--- src/design/tar_pkg.sv ---
// How it works
// RQ1 - high limit upper byte at 0x22
// RQ2 - high limit resets to 0x7FFF, alarm off
// RQ3 - high limit lower byte 0x23, resets 0xFF
// RQ4 - low limit upper byte at 0x24
// RQ5 - low limit resets to 0x8000, alarm off
// RQ6 - low limit lower byte 0x25, resets 0x00
// RQ7 - low crossing select 0..3 means 1..4 crossings
// RQ8 - rise slope 0x26, N times 5 mdeg/sample
// RQ9 - signed 16-bit limit comparisons
package tar_pkg;
    localparam logic [7:0] TAR_HIGH_UPPER_OFFSET = 8'h22;
    localparam logic [7:0] TAR_HIGH_LOWER_OFFSET = 8'h23;
    localparam logic [7:0] TAR_LOW_UPPER_OFFSET = 8'h24;
    localparam logic [7:0] TAR_LOW_LOWER_OFFSET = 8'h25;
    localparam logic [7:0] TAR_RISE_SLOPE_OFFSET = 8'h26;
    localparam logic [7:0] TAR_HIGH_UPPER_RESET = 8'h7f;
    localparam logic [7:0] TAR_HIGH_LOWER_RESET = 8'hff;
    localparam logic [7:0] TAR_LOW_UPPER_RESET = 8'h80;
    localparam logic [7:0] TAR_LOW_LOWER_RESET = 8'h00;
    localparam logic [7:0] TAR_RISE_SLOPE_RESET = 8'h00;
    localparam logic [15:0] TAR_HIGH_VALUE_RESET = 16'h7fff;
    localparam logic [15:0] TAR_LOW_VALUE_RESET = 16'h8000;
    localparam logic [7:0] TAR_UNMAPPED_DATA = 8'h00;
    localparam logic [10:0] TAR_SLOPE_STEP_MDEG = 11'h005;
    localparam logic [2:0] TAR_MAX_CROSSINGS = 3'h4;
    localparam logic [2:0] TAR_COUNT_RESET = 3'h0;

    typedef struct packed {
        logic [7:0] high_upper;
        logic [7:0] high_lower;
        logic [7:0] low_upper;
        logic [7:0] low_lower;
        logic [7:0] rise_slope;
        logic [15:0] high_value;
        logic [15:0] low_value;
        logic [10:0] slope_mdeg;
        logic [7:0] rdata;
        logic rvalid;
        logic high_flag;
        logic low_valid;
        logic low_below;
    } tar_regs_type;

    typedef struct packed {
        logic [2:0] count;
        logic flag;
    } tar_count_type;
endpackage : tar_pkg

--- src/design/tar_low_counter.sv ---
`timescale 1ns/1ps
module tar_low_counter
    import tar_pkg::*;
(
    input wire logic clk,
    input wire logic resetn,
    input wire logic sample_valid,
    input wire logic below,
    input wire logic [1:0] count_select,
    input wire logic flag_clear,
    output logic flag
);
    tar_count_type state;
    tar_count_type next_state;
    logic [2:0] needed;

    always_comb begin
        next_state = state;
        // select 0..3 asks for 1..4 consecutive crossings
        needed = {1'b0, count_select} + 3'h1; // RQ7
        if (flag_clear) begin
            next_state.flag = 1'b0;
        end
        if (sample_valid) begin
            if (below) begin
                // saturate so a long cold spell cannot wrap the count
                if (state.count != TAR_MAX_CROSSINGS) begin
                    next_state.count = state.count + 3'h1;
                end
                // set beats a clear arriving in the same cycle
                if (next_state.count >= needed) begin
                    next_state.flag = 1'b1; // RQ7
                end
            end else begin
                next_state.count = TAR_COUNT_RESET;
            end
        end
    end

    always_ff @(posedge clk) begin
        if (!resetn) begin
            state <= '{count: TAR_COUNT_RESET, flag: 1'b0};
        end else begin
            state <= next_state;
        end
    end

    assign flag = state.flag;
endmodule : tar_low_counter

--- src/design/tar_threshold_regs.sv ---
`timescale 1ns/1ps
module tar_threshold_regs
    import tar_pkg::*;
(
    input wire logic clk,
    input wire logic resetn,
    input wire logic [7:0] reg_addr,
    input wire logic reg_wr,
    input wire logic [7:0] reg_wdata,
    input wire logic reg_rd,
    output logic [7:0] reg_rdata,
    output logic reg_rdata_valid,
    input wire logic sample_valid,
    input wire logic [15:0] temp_sample,
    input wire logic [1:0] low_crossing_count_select,
    input wire logic high_flag_clear,
    input wire logic low_flag_clear,
    output logic [15:0] high_limit_value,
    output logic [15:0] low_limit_value,
    output logic [7:0] rise_slope_limit,
    output logic [10:0] rise_slope_mdeg,
    output logic high_limit_flag,
    output logic low_limit_flag
);
    tar_regs_type state;
    tar_regs_type next_state;

    always_comb begin
        next_state = state;
        next_state.rvalid = 1'b0;
        next_state.low_valid = 1'b0;
        next_state.low_below = 1'b0;
        if (reg_wr) begin
            case (reg_addr)
                TAR_HIGH_UPPER_OFFSET: begin
                    next_state.high_upper = reg_wdata; // RQ1
                end
                TAR_HIGH_LOWER_OFFSET: begin
                    next_state.high_lower = reg_wdata; // RQ3
                end
                TAR_LOW_UPPER_OFFSET: begin
                    next_state.low_upper = reg_wdata; // RQ4
                end
                TAR_LOW_LOWER_OFFSET: begin
                    next_state.low_lower = reg_wdata; // RQ6
                end
                TAR_RISE_SLOPE_OFFSET: begin
                    next_state.rise_slope = reg_wdata; // RQ8
                end
                default: begin
                    // writes outside the slice are dropped silently
                end
            endcase
        end
        // the two bytes are written separately, so the limit is briefly half old
        next_state.high_value = {next_state.high_upper, next_state.high_lower}; // RQ1
        next_state.low_value = {next_state.low_upper, next_state.low_lower}; // RQ4
        next_state.slope_mdeg = 11'(next_state.rise_slope) * TAR_SLOPE_STEP_MDEG; // RQ8
        if (reg_rd) begin
            next_state.rvalid = 1'b1;
            case (reg_addr)
                TAR_HIGH_UPPER_OFFSET: begin
                    next_state.rdata = state.high_upper;
                end
                TAR_HIGH_LOWER_OFFSET: begin
                    next_state.rdata = state.high_lower;
                end
                TAR_LOW_UPPER_OFFSET: begin
                    next_state.rdata = state.low_upper;
                end
                TAR_LOW_LOWER_OFFSET: begin
                    next_state.rdata = state.low_lower;
                end
                TAR_RISE_SLOPE_OFFSET: begin
                    next_state.rdata = state.rise_slope;
                end
                default: begin
                    next_state.rdata = TAR_UNMAPPED_DATA;
                end
            endcase
        end
        if (high_flag_clear) begin
            next_state.high_flag = 1'b0;
        end
        if (sample_valid) begin
            // signed compare keeps 0x7fff and 0x8000 out of reach
            if ($signed(temp_sample) > $signed(state.high_value)) begin
                next_state.high_flag = 1'b1; // RQ9
            end
            next_state.low_valid = 1'b1;
            next_state.low_below = $signed(temp_sample) < $signed(state.low_value); // RQ9
        end
    end

    always_ff @(posedge clk) begin
        if (!resetn) begin
            state.high_upper <= TAR_HIGH_UPPER_RESET; // RQ2
            state.high_lower <= TAR_HIGH_LOWER_RESET; // RQ3
            state.low_upper <= TAR_LOW_UPPER_RESET; // RQ5
            state.low_lower <= TAR_LOW_LOWER_RESET; // RQ6
            state.rise_slope <= TAR_RISE_SLOPE_RESET;
            state.high_value <= TAR_HIGH_VALUE_RESET; // RQ2
            state.low_value <= TAR_LOW_VALUE_RESET; // RQ5
            state.slope_mdeg <= '0;
            state.rdata <= '0;
            state.rvalid <= 1'b0;
            state.high_flag <= 1'b0;
            state.low_valid <= 1'b0;
            state.low_below <= 1'b0;
        end else begin
            state <= next_state;
        end
    end

    tar_low_counter u_low_counter (
        .clk(clk),
        .resetn(resetn),
        .sample_valid(state.low_valid),
        .below(state.low_below),
        .count_select(low_crossing_count_select),
        .flag_clear(low_flag_clear),
        .flag(low_limit_flag)
    );

    assign reg_rdata = state.rdata;
    assign reg_rdata_valid = state.rvalid;
    assign high_limit_value = state.high_value;
    assign low_limit_value = state.low_value;
    assign rise_slope_limit = state.rise_slope;
    assign rise_slope_mdeg = state.slope_mdeg;
    assign high_limit_flag = state.high_flag;
endmodule : tar_threshold_regs

--- config.mk ---
export PLATFORM = sky130hd
export DESIGN_NAME = tar_threshold_regs
export DESIGN_NICKNAME = d
export VERILOG_FILES = /design/src/design/tar_pkg.sv /design/src/design/tar_low_counter.sv /design/src/design/tar_threshold_regs.sv
export SDC_FILE = /design/constraint.sdc
export NUM_CORES = 1
export LEC_CHECK = 0
export BUFFER_PORTS_ARGS = -buffer_cell sky130_fd_sc_hd__clkbuf_2
export CAP_MARGIN = 20
export CORE_AREA = 3 3 123 149
export DETAILED_ROUTE_END_ITERATION = 8
export DIE_AREA = 0 0 126 152
export SLEW_MARGIN = 10
export SYNTH_ARGS = -nofsm -noshare
export SYNTH_HDL_FRONTEND = slang
export SYNTH_SLANG_ARGS = --single-unit
--- constraint.sdc ---
create_clock -name clk -period 5.3 [get_ports clk]
set_input_delay 1.325 -clock clk [delete_from_list [all_inputs] [get_ports clk]]
set_output_delay 1.325 -clock clk [all_outputs]
set_load 0.02 [all_outputs]
* Word-level counts from Yosys, hierarchy flattened
Index checks and enable logic that the tools add are counted.
Word-level totals: register bits after elaboration 99, ROM bits 0, latch bits 0, input port bits 41, word-level logic and storage cells 47, memory bits (writable) 0, output and inout bits 62, memories 0
Cells by class: bitwise gates (word level) 0, order comparisons 3, eq/ne operators 6, divide/modulo/power cells 0, reduce and logical (&&, ||, !) cells 1, shift-type cells 0, multiplexer cells 19, multiply operators 1, add/sub/neg operators 2
Operators by type and width (number):
- 8-bit by 6-bit equality test with 1-bit output (second input constant) | 5
- 40-bit 2-to-1 mux | 1
- 8-bit 2-to-1 mux | 5
- 8-bit one-hot mux with 5 select lines | 1
- 16-bit greater-than comparator | 1
- 16-bit less-than comparator | 1
- 3-bit 2-to-1 mux | 5
- 8-bit by 3-bit multiplier with 11-bit output (second input constant) | 1
- 1-bit 2-to-1 mux | 7
- 2-bit by 1-bit adder with 3-bit output (second input constant) | 1
- 3-bit by 1-bit adder with 3-bit output (second input constant) | 1
- 3-bit >= comparator | 1
- 3-bit inequality test (second input constant) | 1
- 2-bit AND reduction | 1

* Logic depth before layout (Yosys ltp)
Gate-level depths: netlist of the first run.
depth after elaboration 8, depth in mapped cells 13, gate-level depth less buffers 12

* Modules after synthesis
From an unflattened synthesis of the first run, not the netlist that was laid out.
Second synthesis, totals: cell total of the unflattened synthesis 508, area total of the unflattened synthesis 4349.2 sq um
Modules (own cells, without submodules):
- tar_threshold_regs | area each 4042.6 sq um, sequential area each 1221.2 sq um, instances 1, cells each 475
- tar_low_counter | area each 306.5 sq um, sequential area each 80.1 sq um, instances 1, cells each 33

* Worst setup path before layout of the first run
No wires, ideal clock.
path type input to register, start input port reg_addr[4], end register state, in the netlist rise_slope_mdeg[9], arrival 4.210 ns, buffers on the path 0, data required time 5.226 ns, path slack 1.015 ns, stages 12, library setup time 0.074 ns, cell sequence or4b_4 -> nor4b_4 -> mux2_2 -> ha_1 -> ha_1 -> inv_1 -> fa_1 -> nand2b_1 -> a21oi_1 -> o21a_1 -> or3_1 -> o21ai_0
RTL lines:
- start, declared | line tar_threshold_regs.sv:7 | input wire logic [7:0] reg_addr,
- end signal, assigned | line tar_threshold_regs.sv:111 | state <= next_state;
- end, declared | line tar_threshold_regs.sv:25 | tar_regs_type state;

==> flow_summary.ini, run 1 <==
[synth]
synth_top_family_by_area = compound AO/OA/AOI/OAI gates
yosys_warnings = 0
ys_ff_latch = 65
synth_cell_types = 48
synth_compound_area_frac = 0.171
synth-seq-area-share = 0.333
async_flop_share = 0
synthAdderAreaFrac = 0.156
synth_nets = 532
synth_edf_count = 0
syn_inst = 443
synth_xor_area_frac = 0.0157
synth_mux_area_frac = 0.102
synth_ff_type = dfxtp_1
synth_simple_gate_area_share = 0.154
avgSynthCellArea_sq_um = 8.82
synthesis.area_sq_um = 3910

[final_layout]
nFillCells = 1847
syn_to_final_growth_pct = 26.0
nets = 625
fin_cells = 757
layout_common_cells = clkbuf_2 (102), dfxtp_1 (65), ha_1 (47)
n_antenna_cell = 0
final_common_cell = clkbuf_2
layout-drive-gt1-share = 0.240

[routing]
routed_wl_um = 12300
route.detailed.drc = 0
detail_route.first_pass.iterations = 5
ant_nets = 0
drtIter0Drc = 121
viasPerCell = 4.53
vias = 3431
routedWlPerCell_um = 16.3

[timing]
post-route-period-util = 0.806
rsz0062_at_grt = no
fmax_ghz = 0.234
finalMaxSlewViolations = 0
setup_violations = 0
max_slew_margin = 0.408
finalCriticalPeriod_ns = 4.27
worst_slew_pin_slew_ns = 0.887
finalSetupTns_ns = 0
hold_viol = 0
fin_worst_skew_ns = 0.00533

[die]
die_x_um = 126
die_h_um = 152
start_util = 0.231
dieArea_sq_um = 19200
ioPinCount = 103
core_area_sq_um = 16900
num_rows = 52

[power_and_ir_drop]
power.leakage_nw = 2.44
p_switching_w = 0.000301
p_seq_frac = 0.398
irDropWorstVdd_mv = 0.115
swShare = 0.241
power_density_nw_per_um2 = 254
total_power_w = 0.00125
p_int_w = 0.000949
combPwrFrac = 0.083
clkPwrFrac = 0.519

[cts]
cts_sinks = 65
ctsRootBufferMaster = clkbuf_16
cts_tree = built
htree_levels = 3
post_cts_buffers = 0
cts_resized = 0
clk_pin_slew_ns = 0.06
clk_latency_ns = 0.34
cts_buffers = 9
cts_max_path_buffers = 2
cts_hold_buf = 0

[critical_path]
cp_max_fo = 13
arrival_ns = 4.48
startpoint_type = input port
slowest_delay_ns = 0.57
critPathKind = in -> reg
cp_slowest_cell = or4b_4
endpoint_kind = register
required_ns = 5.51
crit_chain = clkbuf_2 -> or4b_4 -> nor4b_4 -> buf_4 -> mux2_2 -> ha_1 -> inv_1 -> fa_1 -> nand2b_1 -> a21oi_1 -> o21a_1 -> or3_1 -> o21ai_0

[global_route]
grt_pass1_wl_um = 19000
grt_overflow = 0
antenna_found_initial = 0
grt_pass1_vias = 3308
grt.total_usage = 0.128
grt_max_degree = 40

[flow_run]
max-cap-violations = 0

[status]
status = completed

[place]
dp_hpwl_um = 10000
dpl.cell_count = 741
gp_congestion = 0.892
numPortBuffers = 102

[min_path]
hold_class = reg -> reg
==> routing by layer <==
layer	track usage	part of all wire	vias to the layer above
met3	0.0348	0.061	19
met4	0.0491	0.025	0
met5	0	0	-
met2	0.214	0.48	96
li1	-	-	1747
met1	0.156	0.44	1569
==> cell usage after synthesis, types with 2 or more instances <==
master	n	area [sq um]
a22oi_1	8	60.1
clkbuf_1	17	63.8
a31oi_1	3	18.8
nor2_1	33	124
mux2i_1	33	330
a211o_1	2	17.5
a2111oi_0	3	26.3
o22ai_1	2	12.5
nand4_1	8	50.1
o21a_1	3	22.5
xor2_1	3	26.3
ha_1	47	588
a22o_1	16	140
o211ai_1	4	30.0
mux2_2	6	67.6
nor2b_1	5	31.3
xnor2_1	4	35.0
inv_1	45	169
buf_4	2	15.0
a21o_1	6	45.0
nand4b_1	2	17.5
nand2b_1	4	25.0
nand3_1	5	25.0
and2_1	13	81.3
dfxtp_1	65	1300
buf_2	2	10.0
o21ai_0	24	120
or3_1	4	25.0
nand2_1	33	124
a21oi_1	23	115
==> layout make-up <==
class / count / area (sq um) / share of cell area
clock buffer: 10 / 229 / 0.0465
clock inverter: 6 / 91.3 / 0.0186
inverter: 45 / 169 / 0.0343
multi-input combinational: 311 / 2340 / 0.475
sequential: 65 / 1300 / 0.264
tap: 216 / 270 / 0.0549
timing repair buffer: 104 / 526 / 0.107
==> power groups by stage <==
stage | Sequential [W] | Clock (W) | Combinational [W]
global placement | 0.000508 | 0 | 0.000104
floorplan | 0.000513 | 0 | 0.0000541
global route | 0.000498 | 0.000684 | 0.000116
detailed placement | 0.000508 | 0 | 0.000105
CTS | 0.000498 | 0.000663 | 0.000105
finish | 0.000498 | 0.000648 | 0.000104
==> final timing paths <==
check / end / slack (ns) / cells past startpoint / startpoint
worst max register to register: rise_slope_mdeg[9] / 2.92 / 10 / rise_slope_limit[3]
worst max-delay path: rise_slope_mdeg[9] / 1.03 / 13 / reg_addr[4]
worst min register to register: u_low_counter.state[2] / 0.50 / 2 / state[0]
worst min-delay path: u_low_counter.state[2] / 0.50 / 2 / state[0]
==> worst max-delay path: cells and delay by family <==
family	cells	cell delay (ns)
adder cells (fa/ha/maj)	2	0.75
AND/OR/NAND/NOR	4	1.21
buffers and inverters	3	0.40
multiplexers	1	0.38
AO/OA/AOI/OAI	3	0.42
==> sequential cells by signal (all words and copies together) (netlist names) <==
name,cells
high_limit_flag,1
high_limit_value,1
low_limit_value,1
reg_rdata,8
reg_rdata_valid,1
rise_slope_limit,8
rise_slope_mdeg,9
state,32
u_low_counter.flag,1
u_low_counter.state,3
==> cell families after synthesis <==
group	count (synthesis)
flops	65
mux	39
fa+ha+maj	48
simple gates	116
xor+xnor	7
buf+inv	67
compound gates	101
==> stage by stage <==
| stage | util | hold slack, ns | setup WS (ns) | area [sq um] |
|---|---|---|---|---|
| floorplan | - | 0.461 | 1.02 | 3910 |
| CTS | 0.291 | 0.508 | 1.03 | 4920 |
| global route | 0.291 | 0.524 | 0.850 | 4920 |
| global placement | 0.272 | 0.476 | 0.726 | 4600 |
| detailed placement | 0.272 | 0.499 | 0.691 | 4600 |
| finish | 0.291 | 0.501 | 1.03 | 4920 |
(Power assumes the default switching activity.)
==> run 2, diff against run 1 <==
Settings changed: ABC_AREA set to 1, CORE_AREA 3 3 123 149 to 3 3 123 148, DIE_AREA 0 0 126 152 to 0 0 126 151.
Clock period 5.3 ns to 4.4 ns, I/O delays scaled along.
==> flow_summary.ini, run 2 <==
[status]
status = completed

[cts]
ctsRootBufferMaster = clkbuf_16
cts_hold_buf = 0
post_cts_buffers = 0
cts_buffers = 9
cts_sinks = 65
htree_levels = 3
clk_pin_slew_ns = 0.05
cts_max_path_buffers = 2
cts_tree = built
clk_latency_ns = 0.34
cts_resized = 0

[global_route]
grt_pass1_wl_um = 18900
grt.total_usage = 0.130
grt_max_degree = 37
antenna_found_initial = 0
grt_pass1_vias = 3419
grt_overflow = 0

[final_layout]
syn_to_final_growth_pct = 25.6
final_common_cell = clkbuf_2
regMostFlops = state
nets = 691
nFillCells = 1887
layout_common_cells = clkbuf_2 (102), inv_1 (84), nand2_1 (65), dfxtp_1 (65), a21oi_1 (57)
layout-drive-gt1-share = 0.242
largest_register_ffs = 32
fin_cells = 823
n_antenna_cell = 0

[timing]
max_slew_margin = 0.473
finalCriticalPeriod_ns = 3.55
rsz0062_at_grt = no
fmax_ghz = 0.281
finalSetupTns_ns = 0
finalMaxSlewViolations = 0
setup_violations = 0
post-route-period-util = 0.808
fin_worst_skew_ns = 0.00721
worst_slew_pin_slew_ns = 0.791
hold_viol = 0

[synth]
synth_cell_types = 39
synth-seq-area-share = 0.338
synth_top_cell_by_area = dfxtp_1
synthesis.area_sq_um = 3850
async_flop_share = 0
synth_most_common_cell = inv_1
synth_nets = 594
synth_edf_count = 0
synth_area_leaders = dfxtp_1 (34%), ha_1 (15%), inv_1 (8.2%)
yosys_warnings = 0
synth_top_area_frac = 0.338
ys_ff_latch = 65
avgSynthCellArea_sq_um = 7.63
synth_ff_type = dfxtp_1
syn_inst = 505
synth_common_cells = inv_1 (84), dfxtp_1 (65), nand2_1 (65)

[die]
num_rows = 52
ioPinCount = 103
die_h_um = 151
start_util = 0.228
dieArea_sq_um = 19000
core_area_sq_um = 16900
die_x_um = 126

[power_and_ir_drop]
p_seq_frac = 0.404
clkPwrFrac = 0.509
combPwrFrac = 0.087
power_density_nw_per_um2 = 307
irDropWorstVdd_mv = 0.155
power.leakage_nw = 2.47
p_switching_w = 0.000351
p_int_w = 0.00114
swShare = 0.236

[critical_path]
endpoint_kind = register
rrSetupSlack_ns = 2.04
arrival_ns = 3.77
cp_max_fo = 7
startpoint_type = input port
critPathKind = in -> reg
required_ns = 4.61

[routing]
vias = 3607
routed_wl_um = 12200
ant_nets = 0
route.detailed.drc = 0
detail_route.first_pass.iterations = 4
routedWlPerCell_um = 14.8
drtIter0Drc = 187
viasPerCell = 4.38

[place]
gp_congestion = 0.831
dpl.cell_count = 807
dp_hpwl_um = 9860
numPortBuffers = 102

[min_path]
hold_class = reg -> reg

[flow_run]
max-cap-violations = 0
[run 2: cell count changes in the layout (fill, tap and decap cells not counted), moves of 11 or more]
cell     previous run  this run
and2_1             13         0
inv_1              45        84
mux2i_1            33         0
a22o_1             16         0
o22ai_1             2        13
nand2_1            33        65
o21ai_0            24        55
a21oi_1            23        57
[run 2: critical path: stages]
cell	delay, ns
clkbuf_2	0.08
inv_2	0.07
nor2_2	0.09
inv_2	0.05
nor2_4	0.12
nand2_4	0.09
clkinv_2	0.09
nand2_4	0.07
or2_0	0.22
o21ai_2	0.10
inv_1	0.07
ha_1	0.28
ha_1	0.16
inv_1	0.05
fa_1	0.39
o21ai_0	0.28
nand2_1	0.08
nand2_1	0.06
a21oi_1	0.07
o21ai_0	0.17
a21oi_1	0.05
[run 2: power groups by stage]
stage	Combinational, W	Sequential [W]	Clock, W
detailed placement	0.000130	0.000612	0
global placement	0.000129	0.000612	0
finish	0.000130	0.000600	0.000757
global route	0.000149	0.000600	0.000802
floorplan	0.0000682	0.000619	0
CTS	0.000131	0.000600	0.000780
[run 2: layout make-up]
cell class | instances | area, sq um | area share
clock inverters | 6 | 82.6 | 0.0171
clock buffers | 10 | 229 | 0.0473
well taps | 216 | 270 | 0.0559
multi-input cells | 334 | 2100 | 0.435
inverters | 90 | 342 | 0.0706
flip-flops and latches | 65 | 1300 | 0.269
repair buffers | 102 | 510 | 0.106
[run 2: metrics by stage]
| stage | hold WS, ns | worst slack, ns | utilization | cell area, sq um | power (W) |
|---|---|---|---|---|---|
| global route | 0.503 | 0.574 | 0.286 | 4840 | 0.00155 |
| CTS | 0.474 | 0.855 | 0.286 | 4840 | 0.00151 |
| floorplan | 0.460 | 0.821 | - | 3850 | 0.000687 |
| global placement | 0.457 | 0.559 | 0.268 | 4530 | 0.000741 |
| detailed placement | 0.466 | 0.503 | 0.268 | 4530 | 0.000742 |
| finish | 0.465 | 0.846 | 0.286 | 4840 | 0.00149 |
[run 2: cell families after synthesis]
logic type | Yosys count | share of synthesized area
compound gates | 147 | 0.212
simple gates | 135 | 0.167
buf+inv | 106 | 0.117
flops | 65 | 0.338
fa+ha+maj | 48 | 0.158
xor+xnor | 4 | 0.00909
[run 2: path summary, 6_finish.rpt]
check | startpoint | endpoint | cells past startpoint
setup / recovery | reg_addr[1] | rise_slope_mdeg[9] | 21
hold / removal | u_low_counter.flag | u_low_counter.flag | 2
setup reg to reg | rise_slope_limit[2] | rise_slope_mdeg[9] | 14
hold reg to reg | u_low_counter.flag | u_low_counter.flag | 2
[run 2: metal layers]
layer	track usage	part of all wire	wire length, um
met3	0.0444	0.066	803
met1	0.160	0.45	5450
met2	0.215	0.47	5710
met5	0	0	0
met4	0.0435	0.018	225
